**config.mk**
```make
export PLATFORM = sky130hd
export DESIGN_NAME = flh_host_ctrl
export DESIGN_NICKNAME = d
export VERILOG_FILES = /design/src/flh_pkg.sv /design/src/flh_apb_regs.sv /design/src/flh_bus_cycle.sv /design/src/flh_host_ctrl.sv
export VERILOG_INCLUDE_DIRS = /design/src
export SDC_FILE = /design/constraint.sdc
export NUM_CORES = 1
export LEC_CHECK = 0
export ABC_CLOCK_PERIOD_IN_PS = 4200
export BUFFER_PORTS_ARGS = -buffer_cell sky130_fd_sc_hd__buf_4
export CAP_MARGIN = 20
export CORE_MARGIN = 3
export CORE_UTILIZATION = 25
export CTS_CLUSTER_DIAMETER = 40
export DETAILED_ROUTE_END_ITERATION = 8
export PLACE_DENSITY = 0.36
export SLEW_MARGIN = 0
export SYNTH_ARGS = -nofsm -noshare
export SYNTH_HDL_FRONTEND = slang
export SYNTH_SLANG_ARGS = --single-unit
```
**constraint.sdc**
```tcl
create_clock -name clk_in -period 4.2 [get_ports clk_in]
set_input_delay 0.63 -clock clk_in [delete_from_list [all_inputs] [get_ports clk_in]]
set_output_delay 0.63 -clock clk_in [all_outputs]
set_load 0.02 [all_outputs]
```
**src/flh_cfg.svh**
```systemverilog
`ifndef FLH_CFG_SVH
`define FLH_CFG_SVH
// ****************************************
// Timing
// ****************************************
`define FLH_CLK_PERIOD_NS 10
`define FLH_T_LOCK_PROG_US 100
`define FLH_T_ALL_ERASE_MS 1.2
`define FLH_T_PW_GAP_US 2
`define FLH_WAIT_W 17
// ****************************************
// Register map and fields
// ****************************************
`define FLH_REG_CTRL 8'h00
`define FLH_REG_ADDR 8'h04
`define FLH_REG_DATA 8'h08
`define FLH_REG_PW_LO 8'h0c
`define FLH_REG_PW_HI 8'h10
`define FLH_REG_STATUS 8'h14
`define FLH_REG_RESULT 8'h18
`define FLH_CTRL_GO 8
`define FLH_CTRL_LIM_LSB 12
`define FLH_ST_BUSY 0
`define FLH_ST_DONE 1
`define FLH_ST_FAIL 2
`define FLH_ST_TOGGLED 3
`define FLH_ST_TRIES_LSB 8
`define FLH_LIM_RESET 4'h3
// ****************************************
// Flash bus codes
// ****************************************
`define FLH_A_UNLOCK1 23'h000555
`define FLH_A_UNLOCK2 23'h0002aa
`define FLH_D_UNLOCK1 16'h00aa
`define FLH_D_UNLOCK2 16'h0055
`define FLH_LA_SECURE 8'h1a
`define FLH_LA_PPB 8'h02
`define FLH_LA_PWMODE 8'h0a
`define FLH_LA_PSMODE 8'h12
`define FLH_C_RESET 16'h00f0
`define FLH_C_AUTOSEL 16'h0090
`define FLH_C_PROT 16'h0060
`define FLH_C_LOCK_PGM 16'h0068
`define FLH_C_LOCK_VFY 16'h0048
`define FLH_C_ALL_ERASE 16'h0040
`define FLH_C_LOCK_SET 16'h0078
`define FLH_C_STAT 16'h0058
`define FLH_C_DYB 16'h0048
`define FLH_C_PW_PGM 16'h0038
`define FLH_C_PW_VFY 16'h00c8
`define FLH_C_PW_UNLOCK 16'h0028
`define FLH_C_WORD_PGM 16'h00a0
`define FLH_C_ERASE 16'h0080
`define FLH_C_SECT_ERASE 16'h0030
`define FLH_DQ_POLL 7
`define FLH_DQ_TOGGLE 6
`define FLH_DQ_LIMIT 5
`endif

```
**src/flh_pkg.sv**
```systemverilog
`include "flh_cfg.svh"
package flh_pkg;
	typedef enum logic [4:0] {OP_RESET, OP_SEC_PROG, OP_SEC_STAT, OP_PPB_PROG, OP_PPB_STAT, OP_PPB_ERASE_ALL,
		OP_LOCK_SET, OP_LOCK_STAT, OP_DYB_SET, OP_DYB_CLR, OP_DYB_STAT, OP_PWM_PROG, OP_PWM_STAT,
		OP_PSM_PROG, OP_PSM_STAT, OP_PW_PROG, OP_PW_VERIFY, OP_PW_UNLOCK, OP_WORD_PROG, OP_SECT_ERASE,
		OP_AUTOSEL_EXIT} flh_op_type;
	typedef enum logic [3:0] {STP_WR, STP_RD_V1, STP_RD_V0, STP_RD_DQ0, STP_RD_DQ1, STP_RD_WORD,
		STP_WAIT_PROG, STP_WAIT_ERASE, STP_WAIT_PW, STP_POLL, STP_END} flh_step_kind_type;
	typedef struct packed {
		flh_step_kind_type kind;
		logic [22:0] addr;
		logic [15:0] data;
	} flh_step_type;
	typedef enum logic [3:0] {BUS_IDLE = 4'h1, BUS_SETUP = 4'h2, BUS_STROBE = 4'h4, BUS_HOLD = 4'h8} flh_bus_state_type;
	typedef struct packed {
		flh_bus_state_type st;
		logic [7:0] cnt;
		logic wr, done, dq_oe, ce_n, we_n, oe_n;
		logic [22:0] addr;
		logic [15:0] dq, rdata;
	} flh_bus_reg_type;
	typedef enum logic [5:0] {ST_IDLE = 6'h01, ST_FETCH = 6'h02, ST_BUS = 6'h04, ST_WAIT = 6'h08,
		ST_POLL = 6'h10, ST_ABORT = 6'h20} flh_state_type;
	typedef struct packed {
		flh_state_type st;
		flh_op_type op;
		logic [4:0] idx;
		logic [3:0] tries, lim;
		logic [22:0] addr;
		logic [15:0] data;
		logic [63:0] pw;
		logic [`FLH_WAIT_W-1:0] cnt;
		logic go, bus_wr, busy, done, fail, toggled;
		logic prev_valid, prev_dq6, recheck, final_rd;
		logic [22:0] bus_addr;
		logic [15:0] bus_data, result;
	} flh_ctrl_reg_type;
	typedef struct packed {
		flh_op_type op;
		logic [3:0] lim;
		logic [22:0] addr;
		logic [15:0] data;
		logic [63:0] pw;
		logic go, done, pready, pslverr;
		logic [31:0] prdata;
	} flh_regs_reg_type;
endpackage
```
**src/flh_apb_regs.sv**
```systemverilog
`timescale 1ns/1ps
`default_nettype none
`include "flh_cfg.svh"
module flh_apb_regs (
	input wire logic clk_in,
	input wire logic arst_n_in,
	input wire logic psel_in,
	input wire logic penable_in,
	input wire logic pwrite_in,
	input wire logic [7:0] paddr_in,
	input wire logic [31:0] pwdata_in,
	output logic [31:0] prdata_out,
	output logic pready_out,
	output logic pslverr_out,
	input wire logic busy_in,
	input wire logic done_in,
	input wire logic fail_in,
	input wire logic toggled_in,
	input wire logic [3:0] tries_in,
	input wire logic [15:0] result_in,
	output logic go_out,
	output flh_pkg::flh_op_type op_out,
	output logic [3:0] lim_out,
	output logic [22:0] addr_out,
	output logic [15:0] data_out,
	output logic [63:0] pw_out
);
	import flh_pkg::*;
	flh_regs_reg_type r, n;
	logic wr_acc;
	// APB slave: answer prepared in setup, one access cycle, unmapped gives pslverr
	always_comb begin
		n = r;
		n.go = 1'b0;
		n.pready = psel_in & ~penable_in;
		n.pslverr = 1'b0;
		wr_acc = psel_in & penable_in & r.pready & pwrite_in & ~r.pslverr;
		if (psel_in && !penable_in) begin
			n.prdata = 32'h0000_0000;
			case (paddr_in)
				`FLH_REG_CTRL: n.prdata = {16'h0000, r.lim, 7'h00, r.op};
				`FLH_REG_ADDR: n.prdata = {9'h000, r.addr};
				`FLH_REG_DATA: n.prdata = {16'h0000, r.data};
				`FLH_REG_PW_LO: n.prdata = r.pw[31:0];
				`FLH_REG_PW_HI: n.prdata = r.pw[63:32];
				`FLH_REG_STATUS: n.prdata = {20'h00000, tries_in, 4'h0, toggled_in, fail_in, r.done, busy_in};
				`FLH_REG_RESULT: n.prdata = {16'h0000, result_in};
				default: n.pslverr = 1'b1;
			endcase
		end
		if (wr_acc) begin
			case (paddr_in)
				`FLH_REG_CTRL: if (!busy_in) begin
					n.op = flh_op_type'(pwdata_in[4:0]);
					n.lim = pwdata_in[`FLH_CTRL_LIM_LSB +: 4];
					n.go = pwdata_in[`FLH_CTRL_GO];
				end
				`FLH_REG_ADDR: if (!busy_in) n.addr = pwdata_in[22:0];
				`FLH_REG_DATA: if (!busy_in) n.data = pwdata_in[15:0];
				`FLH_REG_PW_LO: if (!busy_in) n.pw[31:0] = pwdata_in;
				`FLH_REG_PW_HI: if (!busy_in) n.pw[63:32] = pwdata_in;
				`FLH_REG_STATUS: if (pwdata_in[`FLH_ST_DONE]) n.done = 1'b0;
				default: n.go = 1'b0;
			endcase
		end
		// Completion set wins over a clear in the same cycle
		if (done_in) n.done = 1'b1;
	end
	// State register
	always_ff @(posedge clk_in or negedge arst_n_in) begin
		if (!arst_n_in) r <= '{op: OP_RESET, lim: `FLH_LIM_RESET, default: '0};
		else r <= n;
	end
	assign prdata_out = r.prdata;
	assign pready_out = r.pready;
	assign pslverr_out = r.pslverr;
	assign go_out = r.go;
	assign op_out = r.op;
	assign lim_out = r.lim;
	assign addr_out = r.addr;
	assign data_out = r.data;
	assign pw_out = r.pw;
endmodule
`default_nettype wire

```
**src/flh_bus_cycle.sv**
```systemverilog
`timescale 1ns/1ps
`default_nettype none
`include "flh_cfg.svh"
module flh_bus_cycle #(
	parameter int WR_STB_CYC = 4,
	parameter int RD_STB_CYC = 12,
	parameter int HOLD_CYC = 2
) (
	input wire logic clk_in,
	input wire logic arst_n_in,
	input wire logic start_in,
	input wire logic wr_in,
	input wire logic [22:0] addr_in,
	input wire logic [15:0] wdata_in,
	input wire logic [15:0] dq_in,
	output logic done_out,
	output logic [15:0] rdata_out,
	output logic [22:0] addr_out,
	output logic [15:0] dq_out,
	output logic dq_oe_out,
	output logic we_n_out,
	output logic oe_n_out,
	output logic ce_n_out
);
	import flh_pkg::*;
	flh_bus_reg_type r, n;
	// One write or read cycle: setup, strobe low, strobe high with hold
	always_comb begin
		n = r;
		n.done = 1'b0;
		unique case (r.st)
			BUS_IDLE: if (start_in) begin
				n.addr = addr_in;
				n.dq = wdata_in;
				n.wr = wr_in;
				n.dq_oe = wr_in;
				n.ce_n = 1'b0;
				n.st = BUS_SETUP;
			end
			BUS_SETUP: begin
				n.we_n = ~r.wr;
				n.oe_n = r.wr;
				n.cnt = r.wr ? 8'(WR_STB_CYC - 1) : 8'(RD_STB_CYC - 1);
				n.st = BUS_STROBE;
			end
			BUS_STROBE: if (r.cnt == 8'h00) begin
				n.we_n = 1'b1; // Device latches data on this rising edge
				n.oe_n = 1'b1;
				if (!r.wr) n.rdata = dq_in;
				n.cnt = 8'(HOLD_CYC - 1);
				n.st = BUS_HOLD;
			end else begin
				n.cnt = r.cnt - 8'h01;
			end
			BUS_HOLD: if (r.cnt == 8'h00) begin
				n.ce_n = 1'b1;
				n.dq_oe = 1'b0;
				n.done = 1'b1;
				n.st = BUS_IDLE;
			end else begin
				n.cnt = r.cnt - 8'h01;
			end
			default: n.st = BUS_IDLE;
		endcase
	end
	// State register, pins idle high
	always_ff @(posedge clk_in or negedge arst_n_in) begin
		if (!arst_n_in) r <= '{st: BUS_IDLE, ce_n: 1'b1, we_n: 1'b1, oe_n: 1'b1, default: '0};
		else r <= n;
	end
	assign done_out = r.done;
	assign rdata_out = r.rdata;
	assign addr_out = r.addr;
	assign dq_out = r.dq;
	assign dq_oe_out = r.dq_oe;
	assign we_n_out = r.we_n;
	assign oe_n_out = r.oe_n;
	assign ce_n_out = r.ce_n;
endmodule
`default_nettype wire

```
**src/flh_host_ctrl.sv**
```systemverilog
`timescale 1ns/1ps
`default_nettype none
`include "flh_cfg.svh"
module flh_host_ctrl #(
	parameter int T_LOCK_PROG_CYC = int'($ceil(`FLH_T_LOCK_PROG_US * 1000.0 / `FLH_CLK_PERIOD_NS)),
	parameter int T_ALL_ERASE_CYC = int'($ceil(`FLH_T_ALL_ERASE_MS * 1000000.0 / `FLH_CLK_PERIOD_NS)),
	parameter int WR_STB_CYC = 4,
	parameter int RD_STB_CYC = 12,
	parameter int HOLD_CYC = 2
) (
	input wire logic clk_in,
	input wire logic arst_n_in,
	input wire logic psel_in,
	input wire logic penable_in,
	input wire logic pwrite_in,
	input wire logic [7:0] paddr_in,
	input wire logic [31:0] pwdata_in,
	output logic [31:0] prdata_out,
	output logic pready_out,
	output logic pslverr_out,
	output logic [22:0] flash_addr_out,
	output logic [15:0] flash_dq_out,
	output logic flash_dq_oe_out,
	input wire logic [15:0] flash_dq_in,
	output logic flash_we_n_out,
	output logic flash_oe_n_out,
	output logic flash_chip_enable_n_out,
	input wire logic ready_busy_pin_in
);
	import flh_pkg::*;

	// ****************************************
	// Timing counts
	// ****************************************
	localparam int T_PW_GAP_CYC = int'($ceil(`FLH_T_PW_GAP_US * 1000.0 / `FLH_CLK_PERIOD_NS));

	flh_ctrl_reg_type r, n;
	flh_step_type cur;
	flh_op_type reg_op;
	logic reg_go, bus_done;
	logic [3:0] reg_lim;
	logic [22:0] reg_addr;
	logic [15:0] reg_data, bus_rdata;
	logic [63:0] reg_pw;
	logic exp_dq7;

	// ****************************************
	// Software registers
	// ****************************************
	flh_apb_regs u_regs (
		.clk_in(clk_in),
		.arst_n_in(arst_n_in),
		.psel_in(psel_in),
		.penable_in(penable_in),
		.pwrite_in(pwrite_in),
		.paddr_in(paddr_in),
		.pwdata_in(pwdata_in),
		.prdata_out(prdata_out),
		.pready_out(pready_out),
		.pslverr_out(pslverr_out),
		.busy_in(r.busy),
		.done_in(r.done),
		.fail_in(r.fail),
		.toggled_in(r.toggled),
		.tries_in(r.tries),
		.result_in(r.result),
		.go_out(reg_go),
		.op_out(reg_op),
		.lim_out(reg_lim),
		.addr_out(reg_addr),
		.data_out(reg_data),
		.pw_out(reg_pw)
	);

	// ****************************************
	// Flash bus cycles
	// ****************************************
	flh_bus_cycle #(
		.WR_STB_CYC(WR_STB_CYC),
		.RD_STB_CYC(RD_STB_CYC),
		.HOLD_CYC(HOLD_CYC)
	) u_bus (
		.clk_in(clk_in),
		.arst_n_in(arst_n_in),
		.start_in(r.go),
		.wr_in(r.bus_wr),
		.addr_in(r.bus_addr),
		.wdata_in(r.bus_data),
		.dq_in(flash_dq_in),
		.done_out(bus_done),
		.rdata_out(bus_rdata),
		.addr_out(flash_addr_out),
		.dq_out(flash_dq_out),
		.dq_oe_out(flash_dq_oe_out),
		.we_n_out(flash_we_n_out),
		.oe_n_out(flash_oe_n_out),
		.ce_n_out(flash_chip_enable_n_out)
	);

	// ****************************************
	// Command sequence table
	// ****************************************
	// Builds one step record
	function automatic flh_step_type mk(flh_step_kind_type k, logic [22:0] a, logic [15:0] d);
		flh_step_type s;
		s.kind = k;
		s.addr = a;
		s.data = d;
		return s;
	endfunction

	// Autoselect entry then reset, used to leave lock programming cleanly
	function automatic flh_step_type tail(logic [4:0] k);
		flh_step_type s;
		case (k)
			5'd0: s = mk(STP_WR, `FLH_A_UNLOCK1, `FLH_D_UNLOCK1);
			5'd1: s = mk(STP_WR, `FLH_A_UNLOCK2, `FLH_D_UNLOCK2);
			5'd2: s = mk(STP_WR, `FLH_A_UNLOCK1, `FLH_C_AUTOSEL);
			5'd3: s = mk(STP_WR, 23'h000000, `FLH_C_RESET);
			default: s = mk(STP_END, 23'h000000, 16'h0000);
		endcase
		return s;
	endfunction

	// Step idx of operation op; steps 0 to 2 are the unlock and command cycles, except OP_RESET, whose step 0 is the reset write
	function automatic flh_step_type step_of(flh_op_type op, logic [4:0] idx, logic [22:0] a,
		logic [15:0] d, logic [63:0] pw);
		flh_step_type s;
		logic [22:0] la;
		logic [15:0] cmd;
		logic [1:0] p;
		s = mk(STP_END, 23'h000000, 16'h0000);
		la = {a[22:8], `FLH_LA_PPB};
		cmd = `FLH_C_PROT;
		p = a[1:0];
		case (op)
			OP_SEC_PROG, OP_SEC_STAT: la = {15'h0000, `FLH_LA_SECURE};
			OP_PWM_PROG, OP_PWM_STAT: la = {15'h0000, `FLH_LA_PWMODE};
			OP_PSM_PROG, OP_PSM_STAT: la = {15'h0000, `FLH_LA_PSMODE};
			OP_LOCK_SET: cmd = `FLH_C_LOCK_SET;
			OP_LOCK_STAT, OP_DYB_STAT: cmd = `FLH_C_STAT;
			OP_DYB_SET, OP_DYB_CLR: cmd = `FLH_C_DYB;
			OP_PW_PROG: cmd = `FLH_C_PW_PGM;
			OP_PW_VERIFY: cmd = `FLH_C_PW_VFY;
			OP_PW_UNLOCK: cmd = `FLH_C_PW_UNLOCK;
			OP_WORD_PROG: cmd = `FLH_C_WORD_PGM;
			OP_SECT_ERASE: cmd = `FLH_C_ERASE;
			OP_AUTOSEL_EXIT: cmd = `FLH_C_AUTOSEL;
			default: cmd = `FLH_C_PROT;
		endcase
		if (op == OP_RESET) begin
			if (idx == 5'd0) s = mk(STP_WR, 23'h000000, `FLH_C_RESET);
		end else if (idx == 5'd0) begin
			s = mk(STP_WR, `FLH_A_UNLOCK1, `FLH_D_UNLOCK1);
		end else if (idx == 5'd1) begin
			s = mk(STP_WR, `FLH_A_UNLOCK2, `FLH_D_UNLOCK2);
		end else if (idx == 5'd2) begin
			s = mk(STP_WR, `FLH_A_UNLOCK1, cmd);
		end else begin
			case (op)
				OP_SEC_PROG, OP_PPB_PROG, OP_PWM_PROG, OP_PSM_PROG: case (idx)
					5'd3: s = mk(STP_WR, la, `FLH_C_LOCK_PGM);
					5'd4: s = mk(STP_WAIT_PROG, la, 16'h0000);
					5'd5: s = mk(STP_WR, la, `FLH_C_LOCK_VFY);
					5'd6: s = mk(STP_RD_V1, la, 16'h0000);
					default: s = tail(5'(idx - 5'd7));
				endcase
				OP_SEC_STAT, OP_PPB_STAT, OP_PWM_STAT, OP_PSM_STAT: case (idx)
					5'd3: s = mk(STP_WR, la, `FLH_C_LOCK_VFY);
					5'd4: s = mk(STP_RD_DQ0, la, 16'h0000);
					default: s = mk(STP_END, la, 16'h0000);
				endcase
				OP_PPB_ERASE_ALL: case (idx)
					5'd3: s = mk(STP_WR, la, `FLH_C_PROT);
					5'd4: s = mk(STP_WAIT_ERASE, la, 16'h0000);
					5'd5: s = mk(STP_WR, la, `FLH_C_ALL_ERASE);
					5'd6: s = mk(STP_RD_V0, la, 16'h0000);
					default: s = mk(STP_END, la, 16'h0000);
				endcase
				OP_LOCK_SET: s = tail(5'(idx - 5'd3));
				OP_LOCK_STAT: if (idx == 5'd3) s = mk(STP_RD_DQ1, a, 16'h0000);
				OP_DYB_SET: if (idx == 5'd3) s = mk(STP_WR, a, 16'h0001);
				OP_DYB_CLR: if (idx == 5'd3) s = mk(STP_WR, a, 16'h0000);
				OP_DYB_STAT: if (idx == 5'd3) s = mk(STP_RD_DQ0, a, 16'h0000);
				OP_PW_PROG: case (idx)
					5'd3: s = mk(STP_WR, {21'h000000, p}, pw[16 * p +: 16]);
					5'd4: s = mk(STP_WAIT_PW, a, 16'h0000);
					default: s = mk(STP_END, a, 16'h0000);
				endcase
				// A locked password mode returns ffff here; it is reported as read
				OP_PW_VERIFY: if (idx == 5'd3) s = mk(STP_RD_WORD, {21'h000000, p}, 16'h0000);
				OP_PW_UNLOCK: if (idx < 5'd7) begin
					p = 2'(idx - 5'd3);
					s = mk(STP_WR, {21'h000000, p}, pw[16 * p +: 16]);
				end
				OP_WORD_PROG: case (idx)
					5'd3: s = mk(STP_WR, a, d);
					5'd4: s = mk(STP_POLL, a, 16'h0000);
					default: s = mk(STP_END, a, 16'h0000);
				endcase
				OP_SECT_ERASE: case (idx)
					5'd3: s = mk(STP_WR, `FLH_A_UNLOCK1, `FLH_D_UNLOCK1);
					5'd4: s = mk(STP_WR, `FLH_A_UNLOCK2, `FLH_D_UNLOCK2);
					5'd5: s = mk(STP_WR, a, `FLH_C_SECT_ERASE);
					5'd6: s = mk(STP_POLL, a, 16'h0000);
					default: s = mk(STP_END, a, 16'h0000);
				endcase
				OP_AUTOSEL_EXIT: if (idx == 5'd3) s = mk(STP_WR, 23'h000000, `FLH_C_RESET);
				default: s = mk(STP_END, a, 16'h0000);
			endcase
		end
		return s;
	endfunction

	// ****************************************
	// Sequencer
	// ****************************************
	always_comb begin
		n = r;
		n.go = 1'b0;
		n.done = 1'b0;
		cur = step_of(r.op, r.idx, r.addr, r.data, r.pw);
		// Program expects true data bit 7, erase expects 1
		exp_dq7 = (r.op == OP_WORD_PROG) ? r.data[`FLH_DQ_POLL] : 1'b1;
		unique case (r.st)
			ST_IDLE: if (reg_go) begin
				n.op = reg_op;
				n.lim = reg_lim;
				n.addr = reg_addr;
				n.data = reg_data;
				n.pw = reg_pw;
				n.idx = 5'd0;
				n.tries = 4'h0;
				n.busy = 1'b1;
				n.fail = 1'b0;
				n.toggled = 1'b0;
				n.st = ST_FETCH;
			end
			ST_FETCH: begin
				n.bus_addr = cur.addr;
				n.bus_data = cur.data;
				n.prev_valid = 1'b0;
				n.recheck = 1'b0;
				n.final_rd = 1'b0;
				unique case (cur.kind)
					STP_WR, STP_RD_V1, STP_RD_V0, STP_RD_DQ0, STP_RD_DQ1, STP_RD_WORD: begin
						n.go = 1'b1;
						n.bus_wr = (cur.kind == STP_WR);
						n.st = ST_BUS;
					end
					STP_WAIT_PROG: begin
						n.cnt = `FLH_WAIT_W'(T_LOCK_PROG_CYC - 1);
						n.st = ST_WAIT;
					end
					STP_WAIT_ERASE: begin
						n.cnt = `FLH_WAIT_W'(T_ALL_ERASE_CYC - 1);
						n.st = ST_WAIT;
					end
					STP_WAIT_PW: begin
						n.cnt = `FLH_WAIT_W'(T_PW_GAP_CYC - 1);
						n.st = ST_WAIT;
					end
					STP_POLL: begin
						// First read follows the last write strobe's release
						n.go = 1'b1;
						n.bus_wr = 1'b0;
						n.st = ST_POLL;
					end
					STP_END: begin
						n.busy = 1'b0;
						n.done = 1'b1;
						n.st = ST_IDLE;
					end
				endcase
			end
			ST_BUS: if (bus_done) begin
				n.idx = r.idx + 5'd1;
				n.st = ST_FETCH;
				case (cur.kind)
					STP_RD_V1, STP_RD_V0: begin
						if (bus_rdata[0] != (cur.kind == STP_RD_V1)) begin
							// Verify failed: reissue the whole sequence while tries remain
							if (r.tries < r.lim) begin
								n.tries = r.tries + 4'h1;
								n.idx = 5'd0;
							end else begin
								n.fail = 1'b1;
								n.busy = 1'b0;
								n.done = 1'b1;
								n.st = ST_IDLE;
							end
						end
					end
					STP_RD_DQ0: n.result = {15'h0000, bus_rdata[0]};
					STP_RD_DQ1: n.result = {15'h0000, bus_rdata[1]};
					STP_RD_WORD: n.result = bus_rdata;
					default: n.result = r.result;
				endcase
			end
			ST_WAIT: if (r.cnt == `FLH_WAIT_W'(0)) begin
				n.idx = r.idx + 5'd1;
				n.st = ST_FETCH;
			end else begin
				n.cnt = r.cnt - `FLH_WAIT_W'(1);
			end
			ST_POLL: if (bus_done) begin
				n.go = 1'b1;
				n.prev_valid = 1'b1;
				n.prev_dq6 = bus_rdata[`FLH_DQ_TOGGLE];
				if (r.prev_valid && (r.prev_dq6 != bus_rdata[`FLH_DQ_TOGGLE])) n.toggled = 1'b1;
				if (r.final_rd) begin
					// Word read is the next read after the one where bit 7 went true
					n.go = 1'b0;
					n.result = bus_rdata;
					n.idx = r.idx + 5'd1;
					n.st = ST_FETCH;
				end else if (bus_rdata[`FLH_DQ_POLL] == exp_dq7) begin
					n.final_rd = 1'b1;
				end else if (r.recheck) begin
					// Still busy after the limit flag: reset back to array reads
					n.bus_wr = 1'b1;
					n.bus_addr = 23'h000000;
					n.bus_data = `FLH_C_RESET;
					n.fail = 1'b1;
					n.st = ST_ABORT;
				end else if (bus_rdata[`FLH_DQ_LIMIT]) begin
					n.recheck = 1'b1;
				end else if (ready_busy_pin_in && r.prev_valid && (r.prev_dq6 == bus_rdata[`FLH_DQ_TOGGLE])) begin
					// Pin released and bit 6 steady: target was protected, bank reads array again
					n.go = 1'b0;
					n.fail = 1'b1;
					n.busy = 1'b0;
					n.done = 1'b1;
					n.st = ST_IDLE;
				end
			end
			ST_ABORT: if (bus_done) begin
				n.busy = 1'b0;
				n.done = 1'b1;
				n.st = ST_IDLE;
			end
			default: n.st = ST_IDLE;
		endcase
	end

	// State register
	always_ff @(posedge clk_in or negedge arst_n_in) begin
		if (!arst_n_in) r <= '{st: ST_IDLE, op: OP_RESET, default: '0};
		else r <= n;
	end
endmodule
`default_nettype wire

```
* Yosys cells after proc, flatten, opt, wreduce, memory -nomap -nowiden
Cells that the tools add are included.
** Storage, ports and cells
- Register bits :: 430
- Output and inout port bits :: 77
- Word-level logic and storage cells :: 334
- Input port bits :: 62
** Operators by class
- $lt $le $gt $ge :: 2
- Equality and inequality tests :: 93
- Reduce and logical (&&, ||, !) cells :: 64
- Add/subtract/negate cells :: 6
- Multiplexer cells :: 114
- Shift operators :: 2
- Bitwise gates (word level) :: 9
** Operators by type and width (number)
- 43-bit case mux with 4 select lines :: 5
- 43-bit case mux with 14 select lines :: 1
- 43-bit two-way mux :: 12
- 43-bit case mux with 2 select lines :: 3
- 32-bit case mux with 7 select lines :: 1
- 64-bit by 7-bit indexed part select with 16-bit output :: 2
- 127-bit two-way mux :: 1
- 41-bit case mux with 2 select lines :: 1
- 39-bit two-way mux :: 2
- 8-bit case mux with 9 select lines :: 1
- 23-bit case mux with 3 select lines :: 1
- 6-bit two-way mux :: 11
- 65-bit two-way mux :: 1
- 17-bit case mux with 3 select lines :: 1
- 16-bit case mux with 3 select lines :: 1
- 41-bit two-way mux :: 1
- 5-bit by 2-bit equality test with 1-bit output, second input constant :: 8
- 5-bit by 4-bit equality test with 1-bit output, second input constant :: 8
- 9-bit two-way mux :: 4
- 6-bit case mux with 6 select lines :: 1
- 5-bit by 3-bit equality test with 1-bit output, second input constant :: 7
- 17-bit case mux with 2 select lines :: 1
- 33-bit two-way mux :: 1
- 16-bit two-way mux :: 2
- other kinds (74) :: 213

* Depth between registers and ports, before layout
- Depth in word-level cells :: 15
- Mapped depth :: 17
- Mapped depth without buffers :: 12

* Cells and area by module
Synthesis repeated with hierarchy kept, for this count alone.
** Unflattened totals
- Cell total of the unflattened synthesis :: 2297
- Area total of the unflattened synthesis :: 22738.1 um2
** By module, submodules not included
- flh_host_ctrl :: cells an instance 1302, times used 1, seq. area each 5231.3 um2, area each 11688.7 um2
- flh_apb_regs :: cells an instance 644, times used 1, seq. area each 3706.1 um2, area each 7654.8 um2
- flh_bus_cycle :: cells an instance 351, times used 1, seq. area each 1831.8 um2, area each 3394.5 um2

* Least setup slack after synthesis
Ideal clock, no wire load.
- Kind :: register -> register
- Start :: register r[193] in the netlist's numbering
- End :: register r[69] in the netlist's numbering
- Data required time :: 4079 ps
- Library setup time :: 121 ps
- Clock period less this slack :: 3671 ps
- Arrival time :: 3550 ps
- Buffers on the path :: 4
- Cell stages (with the launch flop) :: 15
- Path slack :: 529 ps
- Cells stage by stage :: dfrtp_1 clkbuf_1 clkbuf_1 inv_1 ha_1 nor4_1 o311ai_1 a31oi_1 a2111oi_4 a31oi_1 a31oi_1 or2_1 buf_6 buf_6 o22a_1
** On the way
- Word-level cells in the longest chain between the ends :: 12
- Elaborated cells between the ends (all ways) :: 46
- Classes of those cells :: 2 x add/sub; 1 x order compare; 16 x eq/ne; 23 x mux; 4 x reduce/logical
** RTL lines
- from (decl) :: RTL line flh_host_ctrl.sv:37 : flh_ctrl_reg_type r, n;
- from (signal assigned) :: RTL line flh_host_ctrl.sv:349 : else r <= n;
- 5-bit by 3-bit subtractor with 5-bit output :: RTL line flh_host_ctrl.sv:166 : default: s = tail(5'(idx - 5'd7));
- 5-bit by 2-bit equality test with 1-bit output (tied with other cells) :: RTL line flh_host_ctrl.sv:115 : case (k)
- 43-bit case mux with 4 select lines :: RTL line flh_host_ctrl.sv:115
- 43-bit case mux with 4 select lines :: RTL line flh_host_ctrl.sv:161 : OP_SEC_PROG, OP_PPB_PROG, OP_PWM_PROG, OP_PSM_PROG: case (idx)
- 43-bit case mux with 14 select lines :: RTL line flh_host_ctrl.sv:160 : case (op)
- 43-bit two-way mux :: RTL line flh_host_ctrl.sv:157 : end else if (idx == 5'd2) begin
- 43-bit two-way mux :: RTL line flh_host_ctrl.sv:155 : end else if (idx == 5'd1) begin
- 43-bit two-way mux :: RTL line flh_host_ctrl.sv:153 : end else if (idx == 5'd0) begin
- 43-bit two-way mux (*) :: RTL line flh_host_ctrl.sv:151 : if (op == OP_RESET) begin
- 4-bit equality test / 4-bit by 3-bit equality test with 1-bit output (equally long branches) :: RTL line flh_host_ctrl.sv:245 : unique case (cur.kind)
- 17-bit case mux with 3 select lines / 4-bit by 1-bit inequality test with 1-bit output (equally long branches)
- 17-bit case mux with 2 select lines / 3-bit AND reduction (equally long branches)
Mark *: on every way between the ends. The rest lies on a longest branch, timed or not. The select of a mux whose other input is x is not followed.
A chain may end at the register's enable or synchronous reset.

* Worst setup path after layout
- Start :: register r[200] in the netlist's numbering
- End :: register r[62] in the netlist's numbering
** On the way
- Word-level cells in the longest chain between the ends :: 11
- Elaborated cells between the ends (all ways) :: 40
- Classes of those cells :: 29 x eq/ne; 6 x mux; 5 x reduce/logical
** RTL lines (RTL line)
- 5-bit by 2-bit equality test with 1-bit output (tied with other cells) :: flh_host_ctrl.sv:160
- 4-bit OR reduction :: flh_host_ctrl.sv:160
- 43-bit case mux with 14 select lines :: flh_host_ctrl.sv:160
- 43-bit two-way mux :: flh_host_ctrl.sv:157
- 43-bit two-way mux :: flh_host_ctrl.sv:155
- 43-bit two-way mux :: flh_host_ctrl.sv:153
- 43-bit two-way mux :: flh_host_ctrl.sv:151
- 4-bit by 1-bit equality test with 1-bit output / 4-bit by 2-bit equality test with 1-bit output (equally long branches) :: flh_host_ctrl.sv:279, flh_host_ctrl.sv:281
- 2-bit OR reduction / 1-bit inequality test (equally long branches) :: flh_host_ctrl.sv:279, flh_host_ctrl.sv:281
- 2-bit by 1-bit inequality test with 1-bit output (no source line) / 2-bit inequality test (equally long branches)
- 14-bit AND reduction (no source line) (*)
Mark *: on every way between the ends. The rest lies on a longest branch, timed or not.

==> results.toml <==
[setup_path]
critPathTopFamily = "simple AND/OR/NAND/NOR gates"
arrival_ps = 4180
critPathCaptureType = "flop"
critical_path.endpoint = "r[62]$_DFFE_PN0P_"
crit_required_ps = 4690
startpoint_type = "flop"
max_stage_delay_ps = 860
r2r_cells = 9
crit_path_top_delay_cell = "dfrtp_1"
timing.rr.start = "r[200]$_DFFE_PN0P_"
cp_cell_sequence = "nor3_1 -> nand2_1 -> nand3_1 -> or3_1 -> or3_1 -> mux2i_2 -> and2_1 -> nand3_1 -> o211a_1"
path_buf_inv = 0
path_max_fanout = 24
rrSetupSlack_ps = 510
worst-path-stages = 9
timing.rr.end = "r[62]$_DFFE_PN0P_"
setup.worst_path.class = "flop to flop"
cp-startpoint = "r[200]$_DFFE_PN0P_"

[sta]
setup_violations = 0
layout_worst_path_cycle_share_pct = 87.8
maxSlewHeadroom_pct = 32.1
max_freq_mhz = 271
finClkSkew_ps = 45.8
finalHoldViolCount = 0
drv_slew = 0
period_needed_ps = 3690
whs_ps = 50.2
max_slew.worst_pin.slew_ps = 1020
fin_setup_tns_ps = 0
layout_setup_ws_ps = 511
grt_setup_unrepaired = "no"

[final_layout]
nets = 2068
post-route-util_pct = 31.7
drive_gt1_share_pct = 34.6
syn2layout_area_growth_pct = 24.8
antenna_cells = 0
final_cells = 3212
fillers = 8641
stdcell_area_um2 = 26700

[status]
outcome = "finished, final reports clean"

[clock_tree]
post_cts_buffers = 0
htreeDepth = 3
cts_max_path_buffers = 3
cts-resized-gates = 0
clkTransAtPathRegs_ps = 40
cts_tree = "done"
cts_buffers = 96
clock_latency_ps = 640
cts_num_sinks = 430
root_buffer = "clkbuf_16"
ctsHoldBuffers = 0

[logic_synthesis]
syn_nets = 1957
syn_inst = 1883
async_reset_ff_share_pct = 100
synthFlopType = "dfrtp_1"
synth_cell_types = 85
yosys_warnings = 0
synth-edff-count = 0
syn_avg_cell_area_um2 = 11.3
synth-seq-cells = 430
synth_seq_area_share_pct = 50.4
syn_area_um2 = 21400

[drt]
viasPerCell = 4.79
ant_nets = 0
route.detailed.drc = 0
vias = 15400
drt-initial-drc-count = 871
wl_mm = 72.3
drtPass1Iterations = 5
wire_per_inst_um = 22.5

[min_path]
hold_class = "primary input to async pin"

[place]
hpwl_mm = 52.6
io_buffers = 138
placed_cell_area_um2 = 23300
place_congestion = 0.847
pre_cts_ws_ps = 278
dp_cells = 3030

[floorplan]
core_area_um2 = 84100
die_h_um = 298
start_util_pct = 25.4
dieArea_um2 = 89000
rows = 106
ios = 139
die_w_um = 298

[global_routing]
antenna_found_initial = 3
grt_use_total_pct = 16.2
grt_pass1_wl_mm = 109
grt_max_degree = 115
overflow = 0
grt_pass1_vias = 16000

[power]
ir_drop_mv = 0.286
power_density_nw_per_um2 = 450
fin_total_pwr_mw = 12.0
p_leak_nw = 12.1

[flow_run]
drv_cap = 0
## worst register-to-register path, cell delays in order, from the launching register on
cell and delay, ps:
dfrtp_1 860, nor3_1 210, nand2_1 290, nand3_1 380, or3_1 480, or3_1 360, mux2i_2 310, and2_1 340
nand3_1 170, o211a_1 150
## flip-flops by register name, summed over array words and instances, names as in the netlist, 13 cells and up
register           flops
u_bus.addr_out        23
u_regs.pw_out         64
u_regs.data_out       16
u_regs.addr_out       23
u_bus.r               13
u_regs.prdata_out     32
u_bus.dq_out          16
r                    209
u_bus.rdata_out       16
## cell usage after synthesis (12+ instances only)
cell / number / area share [%]
inv_1: 26 / 0.46
nor2_1: 93 / 1.6
a21oi_1: 64 / 1.5
o21ai_1: 15 / 0.35
nand3_1: 23 / 0.54
o21ai_0: 128 / 3.0
nor3_1: 34 / 0.80
nor2b_1: 18 / 0.53
buf_1: 12 / 0.21
nand2_1: 177 / 3.1
clkbuf_1: 78 / 1.4
dfrtp_1: 423 / 50
a31oi_1: 37 / 1.1
a22oi_1: 35 / 1.2
mux2i_1: 26 / 1.2
mux4_2: 32 / 3.4
nand2b_1: 22 / 0.64
a22o_1: 34 / 1.4
mux2_2: 287 / 15
buf_4: 74 / 2.6
ha_1: 12 / 0.70
## placed cells by master (no fill, tap or decap), types with 32 or more instances in the layout
master	synthesis	routed
a21oi_1	64	64
a22o_1	34	34
a22oi_1	35	35
a31oi_1	37	37
buf_4	74	186
clkbuf_16	0	96
dfrtp_1	423	423
mux2_2	287	287
mux4_2	32	32
nand2_1	177	176
nor2_1	93	91
nor3_1	34	34
o21ai_0	128	128
## kinds of logic (layout without fill, tap and decap cells)
| family | after synthesis | after routing | synth area share [%] |
|---|---|---|---|
| buf+inv | 207 | 402 | 5.19 |
| mux | 346 | 346 | 19.8 |
| simple gates | 452 | 452 | 10.3 |
| compound gates | 421 | 421 | 13.0 |
| xor+xnor | 15 | 15 | 0.615 |
| flops | 430 | 430 | 50.4 |
| fa+ha+maj | 12 | 12 | 0.703 |
## per-layer routing
layer | global-route usage, % | up-vias | share of wire, %
li1 | - | 7102 | -
met1 | 21.1 | 7798 | 44
met2 | 26.9 | 373 | 49
met3 | 3.10 | 126 | 4.0
met4 | 5.53 | 0 | 2.9
met5 | 0 | - | 0
## power by group
group          switching [mW]  internal [mW]
Sequential             0.0144           4.17
Combinational           0.155         0.0736
Clock                    2.54           5.03
Total                    2.70           9.27
## final cells by class
class                      instances  area, um2  area share (%)
sequential                       430      10800            40.4
multi-input combinational       1246       9510            35.7
clock buffer                     130       2710            10.2
timing repair buffer             193       1530            5.75
tap                             1134       1420            5.32
clock inverter                    52        609            2.29
inverter                          27        103           0.385
## worst min path at each step
stage	from	endpoint	slack, ps	depth (start not counted)
2_1_floorplan	arst_n_in	r[0]$_DFFE_PN0P_	330	0
3_3_place_gp	r[17]$_DFFE_PN0P_	r[17]$_DFFE_PN0P_	470	2
3_5_place_dp	r[61]$_DFF_PN0_	u_regs.r[34]$_DFFE_PN0P_	460	1
4_1_cts	arst_n_in	u_bus.addr_out[10]$_DFFE_PN0P_	100	1
5_1_grt	arst_n_in	u_bus.addr_out[10]$_DFFE_PN0P_	110	1
6_report	arst_n_in	u_bus.addr_out[10]$_DFFE_PN0P_	50	1
No activity file was read; power rests on OpenSTA's default activity.
